<file path="config.mk">
export PLATFORM = sky130hd
export DESIGN_NAME = ets_signal
export DESIGN_NICKNAME = d
export VERILOG_FILES = /design/src/rtl/ets_pkg.sv /design/src/rtl/ets_signal.sv
export SDC_FILE = /design/constraint.sdc
export NUM_CORES = 1
export LEC_CHECK = 0
export BUFFER_PORTS_ARGS = -buffer_cell sky130_fd_sc_hd__buf_4
export CAP_MARGIN = 15
export CORE_UTILIZATION = 49
export CTS_BUF_LIST = sky130_fd_sc_hd__clkbuf_8
export CTS_CLUSTER_DIAMETER = 40
export CTS_CLUSTER_SIZE = 30
export DETAILED_ROUTE_END_ITERATION = 7
export GPL_ROUTABILITY_DRIVEN = 0
export PLACE_DENSITY = 0.77
export SETUP_SLACK_MARGIN = 0.02
export SYNTH_ARGS = -nofsm -noshare
export SYNTH_HDL_FRONTEND = slang
export SYNTH_SLANG_ARGS = --single-unit
</file>
<file path="constraint.sdc">
create_clock -name clk -period 1.8 [get_ports clk]
set_clock_uncertainty 0.15 [all_clocks]
set_input_delay 0.18 -clock clk [delete_from_list [all_inputs] [get_ports clk]]
set_output_delay 0.18 -clock clk [all_outputs]
set_load 0.03 [all_outputs]
</file>
<file path="src/rtl/ets_pkg.sv">
// Package for the error and thermal sideband signalling block.
// Assumes a single 250 MHz core clock and a 100 MHz base bus clock
// edge delivered to the block as a one-cycle enable pulse.
package ets_pkg;

   // Base bus clock cycles that a machine-check error pulse lasts
   localparam logic [4:0] MCE_PULSE_BCLKS = 5'h10;

   // Die temperature in whole degrees C
   localparam int         TEMP_W        = 9;
   localparam logic [8:0] TRIP_TEMP_C   = 9'h082;
   localparam logic [8:0] HOT_TEMP_C    = 9'h064;

   // Fatal error output state
   typedef enum logic [1:0] {
      ETS_ERR_IDLE,
      ETS_ERR_PULSE,
      ETS_ERR_HELD
   } ets_err_state_t;

   // Sensor readings
   typedef struct packed {
      logic [8:0] temp_c;
      logic       valid;
   } ets_sensor_t;

   // Whole state of the block
   typedef struct packed {
      ets_err_state_t err_state;
      logic [4:0]     pulse_cnt;
      logic           hot_sync1;
      logic           hot_sync2;
      logic           hot_drive;
      logic           drive_d1;
      logic           drive_d2;
      logic           trip;
      logic           throttle;
   } ets_state_t;

endpackage

</file>
<file path="src/rtl/ets_signal.sv">
// Error and thermal sideband signalling for the processor side.
// Assumes the sensor reading, error events and bus clock enable come
// from logic on clk; the overheat line input comes from a board pin.
`timescale 1ns/10ps

module ets_signal (
   // Clock and reset
   input  wire logic               clk,
   input  wire logic               rst_b,
   input  wire logic               warm_reset,
   // Base bus clock edge, one cycle per 100 MHz period
   input  wire logic               bclk_en,
   // Error events, one-cycle pulses
   input  wire logic               machine_check_error,
   input  wire logic               internal_failure,
   // Thermal sensing and control
   input  wire ets_pkg::ets_sensor_t sensor,
   input  wire logic               throttle_enable,
   output logic                    thermal_throttle_circuit,
   output logic                    halt_execution,
   // Sideband pins
   output logic                    fatal_error_n,
   input  wire logic               overheat_throttle_n_in,
   output logic                    overheat_throttle_n_out,
   output logic                    overheat_throttle_n_oe,
   output logic                    overtemp_shutdown_n
);

   ets_pkg::ets_state_t st_r;
   ets_pkg::ets_state_t st_nxt;
   logic                hot_now;
   logic                trip_now;
   logic                ext_hot;
   logic                own_engage;
   logic                pulse_last;
   logic                err_start;
   logic                err_upgrade;

   ////////////////////////////////////////////////////////////////////////
   // Helpers

   // True when a valid reading has reached the limit
   function automatic logic reading_at_least(
      ets_pkg::ets_sensor_t rd,
      logic [8:0]           limit
   );
      return rd.valid && (rd.temp_c >= limit);
   endfunction

   // True when a valid reading lies strictly beyond the limit
   function automatic logic reading_above(
      ets_pkg::ets_sensor_t rd,
      logic [8:0]           limit
   );
      return rd.valid && (rd.temp_c > limit);
   endfunction

   // True on the base clock edge that closes a machine-check pulse
   function automatic logic pulse_ends(
      logic [4:0] cnt,
      logic       bclk
   );
      return bclk && (cnt == (ets_pkg::MCE_PULSE_BCLKS - 5'h01));
   endfunction

   ////////////////////////////////////////////////////////////////////////
   // Condition decode

   assign hot_now     = reading_at_least(sensor, ets_pkg::HOT_TEMP_C);
   assign trip_now    = reading_above(sensor, ets_pkg::TRIP_TEMP_C);

   // Our own pull on the line comes back through the pin two flops late.
   // Only a low level that we are not causing counts as an outside request,
   // else a disabled throttle would still engage from our own indication.
   // Limitation: an outside request is not seen while we pull the line.
   assign ext_hot     = st_r.hot_sync2 && !st_r.drive_d2;

   assign own_engage  = throttle_enable && hot_now;
   assign pulse_last  = pulse_ends(st_r.pulse_cnt, bclk_en);
   assign err_start   = internal_failure || machine_check_error;
   assign err_upgrade = internal_failure;

   ////////////////////////////////////////////////////////////////////////
   // Next state

   always_comb begin
      st_nxt = st_r;

      // Pin passes two flops; only the second is looked at
      st_nxt.hot_sync1 = ~overheat_throttle_n_in;
      st_nxt.hot_sync2 = st_r.hot_sync1;

      // Own pull on the line, with copies delayed to match the synchroniser
      st_nxt.hot_drive = hot_now;
      st_nxt.drive_d1  = st_r.hot_drive;
      st_nxt.drive_d2  = st_r.drive_d1;

      // Throttle follows own heat when enabled, or an outside request
      st_nxt.throttle  = own_engage || ext_hot;

      // Trip is latched: execution stays stopped until cold reset
      if (trip_now) begin
         st_nxt.trip = 1'b1;
      end

      unique case (st_r.err_state)
         ets_pkg::ETS_ERR_IDLE: begin
            if (internal_failure) begin
               st_nxt.err_state = ets_pkg::ETS_ERR_HELD;
            end else if (err_start) begin
               st_nxt.err_state = ets_pkg::ETS_ERR_PULSE;
               st_nxt.pulse_cnt = '0;
            end
         end

         ets_pkg::ETS_ERR_PULSE: begin
            // Internal failure upgrades a running pulse to a held level;
            // a second machine check is not a retrigger
            if (err_upgrade) begin
               st_nxt.err_state = ets_pkg::ETS_ERR_HELD;
            end else if (pulse_last) begin
               st_nxt.err_state = ets_pkg::ETS_ERR_IDLE;
               st_nxt.pulse_cnt = '0;
            end else if (bclk_en) begin
               st_nxt.pulse_cnt = st_r.pulse_cnt + 5'h01;
            end
         end

         ets_pkg::ETS_ERR_HELD: begin
            st_nxt.err_state = ets_pkg::ETS_ERR_HELD;
         end

         default: begin
            st_nxt.err_state = ets_pkg::ETS_ERR_IDLE;
            st_nxt.pulse_cnt = '0;
         end
      endcase

      // Warm reset wins over a new event in the same cycle
      if (warm_reset) begin
         st_nxt.err_state = ets_pkg::ETS_ERR_IDLE;
         st_nxt.pulse_cnt = '0;
      end
   end

   ////////////////////////////////////////////////////////////////////////
   // State register

   always_ff @(posedge clk or negedge rst_b) begin
      if (!rst_b) begin
         st_r <= '{
            err_state: ets_pkg::ETS_ERR_IDLE,
            pulse_cnt: 5'h00,
            hot_sync1: 1'b0,
            hot_sync2: 1'b0,
            hot_drive: 1'b0,
            drive_d1:  1'b0,
            drive_d2:  1'b0,
            trip:      1'b0,
            throttle:  1'b0
         };
      end else begin
         st_r <= st_nxt;
      end
   end

   ////////////////////////////////////////////////////////////////////////
   // Outputs: sideband pins active low, overheat_throttle_n_out open drain in style; halt_execution and thermal_throttle_circuit active high

   // Fatal error is low whenever the error machine is away from idle
   assign fatal_error_n            = (st_r.err_state == ets_pkg::ETS_ERR_IDLE);

   // Open drain: data is always low, the enable decides
   assign overheat_throttle_n_out  = 1'b0;
   assign overheat_throttle_n_oe   = st_r.hot_drive;

   assign overtemp_shutdown_n      = ~st_r.trip;
   assign halt_execution           = st_r.trip;
   assign thermal_throttle_circuit = st_r.throttle;
endmodule

</file>
==> impl_results.rst, run 1 <==
.. list-table::
   :header-rows: 1

   * - Metric
     - Value
   * - Post-Synth XOR/XNOR Area
     - 0
   * - Number of nets produced by synthesis
     - 82
   * - Total Power
     - 737 µW
   * - CP max-delay cell
     - sky130_fd_sc_hd__dfrtp_1
   * - Clk sink count
     - 14
   * - Total setup violations reported at the end of the flow
     - 0
   * - Full die area
     - 1520 µm²
   * - Adder-cell area share of the yosys netlist
     - 0.0187
   * - Arrival time worst endpoint
     - 1.54 ns
   * - Port bufs
     - 22
   * - Outcome
     - finished, final reports clean
   * - Achievable clock frequency
     - 641 MHz
   * - Clock insertion delay at the later pin of the skew report
     - 0.24 ns
   * - Gate Count Post-Synth
     - 63
   * - Detailed-route via count
     - 555
   * - CP Class
     - flip-flop to flip-flop
   * - Final-stage net count
     - 110
   * - Largest area contributor in the netlist
     - sky130_fd_sc_hd__dfrtp_1
   * - Antenna-violating nets left
     - 0
   * - Area growth from synthesis to final layout
     - 37.5%
   * - Length of the first detailed-routing pass in iterations
     - 4
   * - Width of the chip
     - 38.9 µm
   * - Fraction of the yosys area taken by sequential cells
     - 0.524
   * - Maximum number of pins on one net before global-route repair
     - 15
   * - P per Cell Area
     - 802 nW/µm²
   * - Number of buffers created by CTS
     - 3
   * - Cells taking the most area after synthesis
     - sky130_fd_sc_hd__dfrtp_1 52%, sky130_fd_sc_hd__inv_1 3.9%, sky130_fd_sc_hd__o21ai_0 3.7%, sky130_fd_sc_hd__a31oi_4 3.2%, sky130_fd_sc_hd__nand3_1 3.0%
   * - # Max-Cap Violations
     - 0
   * - Cell Rows
     - 12
   * - FF-to-FF setup slack
     - 0.24 ns
   * - WHS
     - 0.00345 ns
   * - Type of destination of the critical path
     - flip-flop
   * - Ports placed on the boundary
     - 24
   * - Share of final-layout standard cells stronger than drive strength 1
     - 0.367
   * - WL final
     - 1.27 mm
   * - Total Routing Usage GR
     - 0.210
   * - Clock transition at path regs
     - 0.06 ns
   * - Placeable core region
     - 1190 µm²
   * - Worst hold path type
     - input port to flip-flop
   * - Share of the synthesized area in compound gates (AO/OA/AOI/OAI)
     - 0.174
   * - Placed cell count
     - 98
   * - WL per Instance
     - 12.2 µm
   * - Sum of negative setup slack
     - 0 ns
   * - Overflow left after global routing
     - 0
   * - Combinational family with the most area after synthesis
     - simple AND/OR/NAND/NOR gates
   * - Post-route clock period utilization
     - 0.867
   * - Synthesized area per cell
     - 10.6 µm²
   * - Post-synthesis simple-gate area fraction
     - 0.195
   * - Post-synthesis instance area
     - 668 µm²
   * - Final-report hold violation count
     - 0
   * - CP max stage delay
     - 0.37 ns
   * - Unrepaired setup endpoints after global routing
     - false
   * - Count of pins over their slew limit
     - 0
   * - Maximum vdd drop
     - 0.000572 V
   * - Leakage power figure
     - 0.451 nW
   * - Crit path time final
     - 1.56 ns
   * - Warning count from the yosys run
     - 0
   * - Multiplexer share of the synthesized area
     - 0.0318
   * - Starting density of the core
     - 0.563
   * - Post-route insts no fill
     - 104
   * - Clock buffer depth
     - 2
   * - Number of global-route vias before repair
     - 527
   * - Worst path required time
     - 1.78 ns
   * - CTS H-Tree Depth
     - 1
   * - Area fraction of the dominant cell type after synthesis
     - 0.524
   * - Initial antenna violation count
     - 0
   * - CTS tree
     - yes
   * - CP Cell Sequence
     - ha_1 -> nand3_1 -> o21ai_2 -> a21oi_1 -> mux2_2
   * - Cell at the root of the clock tree
     - sky130_fd_sc_hd__clkbuf_8
   * - Distinct cell type count of the synthesized netlist
     - 28
   * - DP HPWL
     - 1.02 mm
   * - Critical Path Source Type
     - flip-flop
   * - Antenna cells
     - 0
   * - Die Ht
     - 38.9 µm
   * - Number of flip-flops and latches in the synthesized netlist
     - 14
   * - Number of DRC markers in iteration 0
     - 8
   * - Via density
     - 5.34
   * - Number of buffers added for setup after CTS
     - 0
   * - Global-route wire length before repair
     - 2.13 mm
   * - DR DRC count
     - 0
   * - Largest driver fanout on the critical path
     - 3
==> layout make-up <==
type | instances | area (µm²)
Multi-Input combinational cell | 41 | 284
Fill cell | 78 | 268
Inverter | 7 | 26.3
Timing Repair Buffer | 24 | 185
Sequential cell | 14 | 350
Clock buffer | 4 | 55.1
Tap cell | 14 | 17.5
==> cell usage after synthesis (all sizes together) <==
cell type and number:
a2111oi 1, a211o 1, a21oi 2, a22o 1, a22oi 1, a31oi 1, and2 1, and3 1
buf 1, conb 1, dfrtp 14, ha 1, inv 7, mux2 1, mux2i 1, nand2 2
nand2b 1, nand3 4, nor2 4, nor2b 3, nor3 4, nor3b 1, o21ai 7, o22ai 1
or3 1
==> logic make-up (layout without fill, tap and decap cells) <==
| family | after synthesis | after routing |
|---|---|---|
| flops | 14 | 14 |
| mux | 2 | 2 |
| simple gates | 22 | 22 |
| fa+ha+maj | 1 | 1 |
| other cells | 1 | 1 |
| buf+inv | 8 | 35 |
| compound gates | 15 | 15 |
==> critical path, delay by kind of cell (launching register included) <==
kind                     cells  cell delay, ns
multiplexers                 1            0.27
adder cells (fa/ha/maj)      1            0.19
AO/OA/AOI/OAI                2            0.31
AND/OR/NAND/NOR              1            0.15
flip-flops                   1            0.37
==> what timing repair did <==
action | in CTS | in global routing
resized for setup | 0 | 0
hold endpoints to repair | 15 | 0
hold buffers | 2 | 0
==> sequential cells by signal, indices dropped and copies added (netlist names) <==
| signal | cells |
|---|---|
| thermal_throttle_circuit | 1 |
| st_r | 9 |
| overheat_throttle_n_oe | 1 |
| st_nxt | 2 |
| halt_execution | 1 |
==> stage by stage <==
step	cell area (µm²)	utilization	worst slack, ns
floorplan	668	-	0.120
global placement	843	0.711	0.293
detailed placement	843	0.711	0.242
CTS	918	0.774	0.226
global route	918	0.774	0.152
finish	918	0.774	0.239
==> routing by layer <==
| metal | vias up | routed length, µm | track usage |
|---|---|---|---|
| met5 | - | 0 | 0 |
| li1 | 271 | - | - |
| met3 | 2 | 63 | 0.0347 |
| met1 | 262 | 524 | 0.253 |
| met4 | 0 | 15 | 0.0517 |
| met2 | 20 | 660 | 0.383 |
==> cell usage in the layout (no fill, tap or decap) <==
master / Yosys / routed
sky130_fd_sc_hd__a21oi_1: 2 / 2
sky130_fd_sc_hd__nand3_1: 4 / 4
sky130_fd_sc_hd__a31oi_4: 1 / 1
sky130_fd_sc_hd__buf_4: 1 / 22
sky130_fd_sc_hd__nor2_1: 3 / 3
sky130_fd_sc_hd__nand2_1: 2 / 2
sky130_fd_sc_hd__mux2i_1: 1 / 1
sky130_fd_sc_hd__ha_1: 1 / 1
sky130_fd_sc_hd__o21ai_0: 5 / 5
sky130_fd_sc_hd__o21ai_1: 1 / 1
sky130_fd_sc_hd__nor2b_1: 3 / 3
sky130_fd_sc_hd__clkbuf_8: 0 / 4
sky130_fd_sc_hd__and2_4: 1 / 1
sky130_fd_sc_hd__conb_1: 1 / 1
sky130_fd_sc_hd__dfrtp_1: 14 / 14
sky130_fd_sc_hd__o22ai_1: 1 / 1
sky130_fd_sc_hd__mux2_2: 1 / 1
sky130_fd_sc_hd__a2111oi_2: 1 / 1
sky130_fd_sc_hd__and3_1: 1 / 1
sky130_fd_sc_hd__or3_1: 1 / 1
sky130_fd_sc_hd__a22o_1: 1 / 1
sky130_fd_sc_hd__nor3b_4: 1 / 1
sky130_fd_sc_hd__inv_1: 7 / 7
sky130_fd_sc_hd__o21ai_2: 1 / 1
sky130_fd_sc_hd__nor2_2: 1 / 1
sky130_fd_sc_hd__nor3_1: 4 / 4
sky130_fd_sc_hd__nand2b_1: 1 / 1
sky130_fd_sc_hd__a22oi_1: 1 / 1
sky130_fd_sc_hd__dlygate4sd3_1: 0 / 2
sky130_fd_sc_hd__a211o_1: 1 / 1
==> power by group <==
group | switching (mW) | internal [mW]
combinational | 0.0529 | 0.0506
sequential | 0.00904 | 0.328
clock | 0.103 | 0.193
==> worst paths after layout <==
path	start	end	cells past startpoint
hold / removal	throttle_enable	thermal_throttle_circuit	3
hold reg to reg	st_nxt[5]	st_r[5]	0
setup / recovery	st_r[7]	st_r[7]	5
max in group asynchronous	rst_b	st_r[11]	2
min in group asynchronous	rst_b	st_r[2]	2
setup reg to reg	st_r[7]	st_r[7]	5
Note: power is estimated with default switching activity, not from simulation.
==> run 2: changes to the inputs <==
--- a/config.mk
+++ b/config.mk
@@ -5,15 +5,17 @@
 export SDC_FILE = /design/constraint.sdc
 export NUM_CORES = 1
 export LEC_CHECK = 0
+export ABC_AREA = 1
 export BUFFER_PORTS_ARGS = -buffer_cell sky130_fd_sc_hd__buf_4
 export CAP_MARGIN = 15
-export CORE_UTILIZATION = 49
+export CORE_ASPECT_RATIO = 0.8
+export CORE_UTILIZATION = 30
 export CTS_BUF_LIST = sky130_fd_sc_hd__clkbuf_8
 export CTS_CLUSTER_DIAMETER = 40
 export CTS_CLUSTER_SIZE = 30
 export DETAILED_ROUTE_END_ITERATION = 7
 export GPL_ROUTABILITY_DRIVEN = 0
-export PLACE_DENSITY = 0.77
+export PLACE_DENSITY = 0.51
 export SETUP_SLACK_MARGIN = 0.02
 export SYNTH_ARGS = -nofsm -noshare
 export SYNTH_HDL_FRONTEND = slang
==> run 2 against run 1 <==
  * Maximum frequency rose by 9.3%
  * Wire length decreased by 5.3%
  * Critical path depth grew 3
  * Sequential share of layout area shrank 1.4 points
  * Clock power up 2%
  * Combinational power up 7%
  * Largest power group unchanged
  * Highest routed layer unchanged
==> impl_results.rst, run 2 <==
.. list-table::
   :header-rows: 1

   * - Metric
     - Value
   * - Outcome
     - finished, final reports clean
   * - Post-route clock period utilization
     - 0.794 (-0.0735)
   * - Maximum number of pins on one net before global-route repair
     - 15 (unchanged)
   * - Critical Path Source Type
     - flip-flop
   * - Count of pins over their slew limit
     - 0 (unchanged)
   * - Most used cells in the layout excluding fill and tap cells
     - 23 x sky130_fd_sc_hd__nand2_1, 22 x sky130_fd_sc_hd__buf_4, 14 x sky130_fd_sc_hd__dfrtp_1
   * - P per Cell Area
     - 786 nW/µm² (-2.0%)
   * - Cell at the root of the clock tree
     - sky130_fd_sc_hd__clkbuf_8
   * - Gate Count Post-Synth
     - 79 (+25%)
   * - DP HPWL
     - 966 µm (-5.5%)
   * - Clk sink count
     - 14 (unchanged)
   * - Type of destination of the critical path
     - flip-flop
   * - Register bank with the most flops
     - st_r
   * - Leading cell type by number of instances after synthesis
     - sky130_fd_sc_hd__nand2_1
   * - Share of final-layout standard cells stronger than drive strength 1
     - 0.302 (-0.0648)
   * - Cell Rows
     - 15 (+3)
   * - Number of global-route vias before repair
     - 495 (-6.1%)
   * - Post-synthesis instance area
     - 689 µm² (+3.2%)
   * - Placement-stage worst setup slack
     - 0.375 ns (+0.133 ns)
   * - Number of flip-flops under the largest register name
     - 9 (unchanged)
   * - Leakage power figure
     - 0.520 nW (+15%)
   * - Share of the synthesized area in compound gates (AO/OA/AOI/OAI)
     - 0.0345 (-0.140)
   * - Multiplexer share of the synthesized area
     - 0 (-0.0318)
   * - Length of the first detailed-routing pass in iterations
     - 4 (unchanged)
   * - Overflow left after global routing
     - 0 (unchanged)
   * - Largest area contributor in the netlist
     - sky130_fd_sc_hd__dfrtp_1
   * - Worst path required time
     - 1.83 ns (+0.05 ns)
   * - Clock transition at path regs
     - 0.06 ns (about the same)
   * - Number of flops mapped to enable cells by yosys
     - 0 (unchanged)
   * - Achievable clock frequency
     - 700 MHz (+9.3%)
   * - Final-stage net count
     - 126 (+15%)
   * - Largest driver fanout on the critical path
     - 5 (+2)
   * - Synthesized area per cell
     - 8.73 µm² (-18%)
   * - Total setup violations reported at the end of the flow
     - 0 (unchanged)
   * - Full die area
     - 2490 µm² (+65%)
   * - Cell depth of the worst flop-to-flop path
     - 8 (+3)
   * - Number of buffers created by CTS
     - 3 (unchanged)
   * - Global-route wire length before repair
     - 2.13 mm (unchanged)
   * - Combinational family with the most area after synthesis
     - simple AND/OR/NAND/NOR gates
   * - Antenna-violating nets left
     - 0 (unchanged)
   * - Starting density of the core
     - 0.319 (-0.244)
   * - Total Routing Usage GR
     - 0.113 (-0.0973)
   * - Clock buffer depth
     - 2 (unchanged)
   * - DR WL met3
     - 103 µm (+63%)
   * - Most frequent cells after synthesis
     - 23 x sky130_fd_sc_hd__nand2_1, 14 x sky130_fd_sc_hd__dfrtp_1, 13 x sky130_fd_sc_hd__inv_1
   * - Hold Crit Depth
     - 3 (unchanged)
   * - Fraction of the yosys area taken by sequential cells
     - 0.508 (-0.0162)
   * - Post-synthesis simple-gate area fraction
     - 0.314 (+0.119)
   * - Final-report hold violation count
     - 0 (unchanged)
   * - Via density
     - 4.30 (-19%)
   * - Cells taking the most area after synthesis
     - sky130_fd_sc_hd__dfrtp_1 51%, sky130_fd_sc_hd__nand2_1 13%, sky130_fd_sc_hd__inv_1 7.1%, sky130_fd_sc_hd__nand3_1 4.4%, sky130_fd_sc_hd__xor2_1 3.8%
   * - Most common cell after layout, fill and taps aside
     - sky130_fd_sc_hd__nand2_1
   * - Adder-cell area share of the yosys netlist
     - 0.0181 (-0.000578)
   * - CTS tree
     - yes
   * - # Max-Cap Violations
     - 0 (unchanged)
   * - Warning count from the yosys run
     - 0 (unchanged)
   * - Filler Cells Inserted
     - 207 (+170%)
   * - Width of the chip
     - 55.6 µm (+43%)
   * - Sum of negative setup slack
     - 0 ns (unchanged)
   * - WL per Instance
     - 9.15 µm (-25%)
   * - Worst path setup slack after routing
     - 0.372 ns (+0.132 ns)
   * - WHS
     - 0.0196 ns (+0.0162 ns)
   * - Worst hold path type
     - input port to flip-flop
   * - CTS H-Tree Depth
     - 1 (unchanged)
   * - Placeable core region
     - 2160 µm² (+82%)
   * - Distinct cell type count of the synthesized netlist
     - 18 (-36%)
   * - Detailed-route via count
     - 563 (+1.4%)
   * - Wire length on met2
     - 499 µm (-24%)
   * - Finished Core Util
     - 0.442 (-0.333)
   * - Number of buffers added for setup after CTS
     - 0 (unchanged)
   * - Number of instances resized during post-cts repair
     - 0 (unchanged)
   * - Area growth from synthesis to final layout
     - 38.3%
   * - Port bufs
     - 22 (unchanged)
   * - Arrival time worst endpoint
     - 1.46 ns (-0.08 ns)
   * - Die Ht
     - 44.9 µm (+15%)
   * - Number of DRC markers in iteration 0
     - 11 (+3)
   * - Area fraction of the dominant cell type after synthesis
     - 0.508 (-0.0162)
   * - Antenna cells
     - 0 (unchanged)
   * - Post-Synth XOR/XNOR Area
     - 0.0381 (+0.0381)
   * - Async S/R FF share, synth
     - 1.00 (unchanged)
   * - Leading register cell type out of synthesis
     - sky130_fd_sc_hd__dfrtp_1
   * - Met1 Routed Length
     - 590 µm (+13%)
   * - CP Class
     - flip-flop to flip-flop
   * - Clock insertion delay at the later pin of the skew report
     - 0.24 ns (about the same)
   * - WL final
     - 1.20 mm (-5.3%)
   * - Number of nets produced by synthesis
     - 98 (+20%)
   * - Maximum vdd drop
     - 0.000514 V (-10%)
   * - Top layer in use
     - met4
   * - Initial antenna violation count
     - 0 (unchanged)
   * - DR DRC count
     - 0 (unchanged)
   * - Ports placed on the boundary
     - 24 (unchanged)
   * - Crit path time final
     - 1.43 ns (-0.132 ns)
   * - Unrepaired setup endpoints after global routing
     - false
   * - Number of flip-flops and latches in the synthesized netlist
     - 14 (unchanged)
run 2: changes by cell type after synthesis, moves of 2 or more:
cell,before,now
sky130_fd_sc_hd__a21oi_1,2,0
sky130_fd_sc_hd__inv_1,7,13
sky130_fd_sc_hd__nand2_1,2,23
sky130_fd_sc_hd__nand3_1,4,6
sky130_fd_sc_hd__nor2_1,3,5
sky130_fd_sc_hd__nor2b_1,3,0
sky130_fd_sc_hd__nor3_1,4,2
sky130_fd_sc_hd__o21ai_0,5,2
sky130_fd_sc_hd__xor2_1,0,3
run 2: cells by family (layout without fill, tap and decap cells):
group | count (synthesis) | count (layout)
fa+ha+maj | 1 | 1
buf+inv | 14 | 41
other cells | 1 | 1
xor+xnor | 3 | 3
simple gates | 42 | 42
flops | 14 | 14
compound gates | 4 | 4
run 2: area by class of cell:
cell class / instances / area [µm²] / area share
Inverter: 13 / 48.8 / 0.0512
Multi-Input combinational cell: 51 / 283 / 0.297
Timing Repair Buffer: 24 / 185 / 0.194
Sequential cell: 14 / 350 / 0.367
Clock buffer: 4 / 55.1 / 0.0577
Tap cell: 25 / 31.3 / 0.0328
run 2: worst max-delay path: stages, from the launching register on:
cell	delay [ns]
sky130_fd_sc_hd__dfrtp_1	0.41
sky130_fd_sc_hd__ha_1	0.23
sky130_fd_sc_hd__nand2_1	0.08
sky130_fd_sc_hd__nor2_2	0.04
sky130_fd_sc_hd__nand3_1	0.08
sky130_fd_sc_hd__nand3_1	0.11
sky130_fd_sc_hd__nor2_4	0.14
sky130_fd_sc_hd__nand2_1	0.07
sky130_fd_sc_hd__nand2_1	0.05
run 2: worst paths after layout:
path / startpoint / endpoint / slack [ns]
setup / recovery: st_r[7] / st_r[7] / 0.37
max in group asynchronous: rst_b / halt_execution / 1.17
min in group asynchronous: rst_b / st_r[8] / 0.16
hold reg to reg: st_nxt[5] / st_r[5] / 0.20
hold / removal: throttle_enable / thermal_throttle_circuit / 0.02
setup reg to reg: st_r[7] / st_r[7] / 0.37
run 2: per-stage QoR:
step / total power, mW / area [µm²] / std cells
global route: 0.792 / 953 / 131
global placement: 0.451 / 878 / 125
detailed placement: 0.452 / 878 / 125
finish: 0.749 / 953 / 131
floorplan: 0.398 / 689 / 79
CTS: 0.765 / 953 / 131
run 2: report_power, final:
part | leakage [nW] | switching [mW] | internal [mW]
clock network | 0.0288 | 0.108 | 0.193
logic | 0.315 | 0.0594 | 0.0509
registers | 0.175 | 0.00794 | 0.330
total | 0.520 | 0.176 | 0.574
run 2: what timing repair did:
item / in CTS / in global routing
hold endpoints to repair: 15 / 0
setup endpoints to repair: 0 / 0
hold buffers: 2 / 0
run 2: layer usage:
metal,vias to the layer above,track usage
li1,292,-
met1,247,0.155
met2,22,0.159
met3,2,0.0630
met4,0,0.0150
met5,-,0
==> run 3: changes to the inputs <==
==> constraint.sdc (replaced) <==
create_clock -name clk -period 1.4 [get_ports clk]
set_clock_uncertainty 0.15 [all_clocks]
set_input_delay 0.14 -clock clk [delete_from_list [all_inputs] [get_ports clk]]
set_output_delay 0.14 -clock clk [all_outputs]
set_load 0.03 [all_outputs]
==> run 3 against run 2 <==
  * Cell count rose by 4.6%
  * First-iteration DRC count rose by 36%
  * Combinational power rose by 41%
  * Power rose by 31%
  * Utilization rose by 3.5 points
  * Die area did not move
  * Critical path depth did not move
  * Sequential share of layout area fell by 2.7 points
  * Design area rose by 7.9%
  * Setup slack got worse by 0.29 ns
  * Sequential power rose by 28%
  * Non-clock buffer count rose by 6
  * Highest routed layer unchanged
==> impl_results.rst, run 3 (synthesized netlist as in run 2, its figures left out) <==
.. list-table::
   :header-rows: 1

   * - Metric
     - Value
   * - Outcome
     - finished, final reports clean
   * - Cell depth of the worst flop-to-flop path
     - 8 (unchanged)
   * - Non-Filler Cell Area, Final
     - 1030 µm² (+7.9%)
   * - FF-to-FF setup slack
     - 0.08 ns (-0.29 ns)
   * - Total setup violations reported at the end of the flow
     - 0 (unchanged)
   * - Via density
     - 4.33 (+0.72%)
   * - Post-route clock period utilization
     - 0.945 (+0.151)
   * - Clk sink count
     - 14 (unchanged)
   * - Placeable core region
     - 2160 µm² (unchanged)
   * - Number of global-route vias before repair
     - 537 (+8.5%)
   * - Post-route insts no fill
     - 137 (+4.6%)
   * - Unrepaired setup endpoints after global routing
     - true
   * - Count of pins over their slew limit
     - 0 (unchanged)
   * - WL per Instance
     - 10.1 µm (+10%)
   * - Final-stage net count
     - 132 (+4.8%)
   * - Worst hold path type
     - input port to flip-flop
   * - Clock transition at path regs
     - 0.06 ns (about the same)
   * - P per Cell Area
     - 956 nW/µm² (+22%)
   * - Total Routing Usage GR
     - 0.125 (+0.0117)
   * - Capturing instance or port of the critical path
     - st_r[10]
   * - CTS H-Tree Depth
     - 1 (unchanged)
   * - Starting density of the core
     - 0.319 (unchanged)
   * - Arrival time worst endpoint
     - 1.36 ns (-0.10 ns)
   * - Overflow left after global routing
     - 0 (unchanged)
   * - Number of DRC markers in iteration 0
     - 15 (+4)
   * - Sum of negative setup slack
     - 0 ns (unchanged)
   * - Detailed-route via count
     - 593 (+5.3%)
   * - DP HPWL
     - 1.05 mm (+8.8%)
   * - CTS tree
     - yes
   * - Reg2Reg Launch Point
     - st_r[8]
   * - Type of destination of the critical path
     - flip-flop
   * - WL final
     - 1.38 mm (+15%)
   * - Placed Area
     - 898 µm² (+2.3%)
   * - Share of final-layout standard cells stronger than drive strength 1
     - 0.375 (+0.0731)
   * - Length of the first detailed-routing pass in iterations
     - 3 (-1)
   * - Global-route wire length before repair
     - 2.24 mm (+5.2%)
   * - Antenna cells
     - 0 (unchanged)
   * - Area growth from synthesis to final layout
     - 49.2%
   * - Register bank with the most flops
     - st_r
   * - Ports placed on the boundary
     - 24 (unchanged)
   * - Most used cells in the layout excluding fill and tap cells
     - 27 x sky130_fd_sc_hd__buf_4, 22 x sky130_fd_sc_hd__nand2_1, 14 x sky130_fd_sc_hd__dfrtp_1
   * - Achievable clock frequency
     - 756 MHz (+8.0%)
   * - CP Class
     - flip-flop to flip-flop
   * - Maximum number of pins on one net before global-route repair
     - 15 (unchanged)
   * - Port bufs
     - 22 (unchanged)
   * - Initial antenna violation count
     - 0 (unchanged)
   * - # Max-Cap Violations
     - 0 (unchanged)
   * - Crit path time final
     - 1.32 ns (-0.106 ns)
   * - Number of buffers created by CTS
     - 3 (unchanged)
   * - Largest driver fanout on the critical path
     - 5 (unchanged)
   * - Filler Cells Inserted
     - 220 (+6.3%)
   * - Critical Path Source Type
     - flip-flop
   * - Most common cell after layout, fill and taps aside
     - sky130_fd_sc_hd__buf_4
   * - Cell at the root of the clock tree
     - sky130_fd_sc_hd__clkbuf_8
   * - Final-report hold violation count
     - 0 (unchanged)
   * - Capturing point of the worst reg2reg path
     - st_r[10]
   * - Launch point of the worst path
     - st_r[8]
   * - Cell Rows
     - 15 (unchanged)
   * - Number of flip-flops under the largest register name
     - 9 (unchanged)
   * - Maximum vdd drop
     - 0.000650 V (+26%)
   * - Die Ht
     - 44.9 µm (unchanged)
   * - Full die area
     - 2490 µm² (unchanged)
   * - Clock buffer depth
     - 2 (unchanged)
   * - Worst path required time
     - 1.44 ns (-0.39 ns)
   * - DR DRC count
     - 0 (unchanged)
   * - Clock insertion delay at the later pin of the skew report
     - 0.24 ns (about the same)
   * - Placed cell count
     - 127 (+1.6%)
   * - Width of the chip
     - 55.6 µm (unchanged)
   * - Finished Core Util
     - 0.477 (+0.0348)
   * - Leakage power figure
     - 0.551 nW (+6.0%)
   * - Antenna-violating nets left
     - 0 (unchanged)
==> run 3: cell types whose count changed in the layout (fill, tap and decap cells not counted), sizes merged <==
cell,before,now
dlygate4sd3,2,3
buf,22,27
==> run 3: per-stage QoR <==
stage               power, mW  setup WS [ns]  hold slack (ns)
floorplan               0.515         0.0637           -0.306
global placement        0.588         0.0184           -0.150
detailed placement      0.589        -0.0117           -0.148
CTS                      1.00         0.0492           0.0524
global route             1.03        -0.0299           0.0778
finish                  0.983         0.0776           0.0539
==> run 3: layout make-up <==
class | instances | area [µm²] | area share
clock buffers | 4 | 55.1 | 0.0535
inverters | 13 | 48.8 | 0.0474
well taps | 25 | 31.3 | 0.0304
multi-input cells | 51 | 310 | 0.302
flip-flops and latches | 14 | 350 | 0.341
repair buffers | 30 | 233 | 0.226
==> run 3: where the power goes <==
part	leakage, nW	total [mW]	internal [mW]	switching [mW]
clock network	0.0288	0.394	0.249	0.145
logic	0.347	0.155	0.0733	0.0814
registers	0.175	0.434	0.424	0.0109
total	0.551	0.983	0.746	0.237
==> run 3: worst min-delay path by stage <==
| stage | from | endpoint | slack, ns | cells past startpoint |
|---|---|---|---|---|
| after floorplan | rst_b | halt_execution | -0.31 | 0 |
| after global placement | rst_b | st_r[10] | -0.15 | 1 |
| after detailed placement | rst_b | st_r[10] | -0.15 | 1 |
| after CTS | sensor[3] | halt_execution | 0.05 | 5 |
| after global routing | sensor[5] | halt_execution | 0.08 | 5 |
| final | sensor[3] | halt_execution | 0.05 | 5 |
==> run 3: timing repair <==
| item | in CTS | in global routing |
|---|---|---|
| gates resized for setup | 3 | 3 |
| setup buffers | 1 | 2 |
| pin swaps | 1 | 5 |
| setup endpoints to repair | 5 | 6 |
| hold endpoints to repair | 16 | 0 |
| gates cloned | 0 | 0 |
| hold buffers | 3 | 0 |
==> run 3: layer usage <==
layer  vias to the layer above  GRT usage  share of wire
met5                         -          0              0
met4                         0     0.0600         0.0080
met3                         2     0.0602          0.088
met2                        25      0.181           0.40
met1                       258      0.157           0.50
li1                        308          -              -
==> run 3: worst max-delay path: stages, from the launching register on <==
cell	delay, ns
sky130_fd_sc_hd__dfrtp_1	0.38
sky130_fd_sc_hd__ha_2	0.19
sky130_fd_sc_hd__nand2_2	0.08
sky130_fd_sc_hd__nor2_4	0.04
sky130_fd_sc_hd__nand3_2	0.07
sky130_fd_sc_hd__nand3_2	0.08
sky130_fd_sc_hd__nor2_4	0.14
sky130_fd_sc_hd__nand2_1	0.07
sky130_fd_sc_hd__nand2_1	0.05
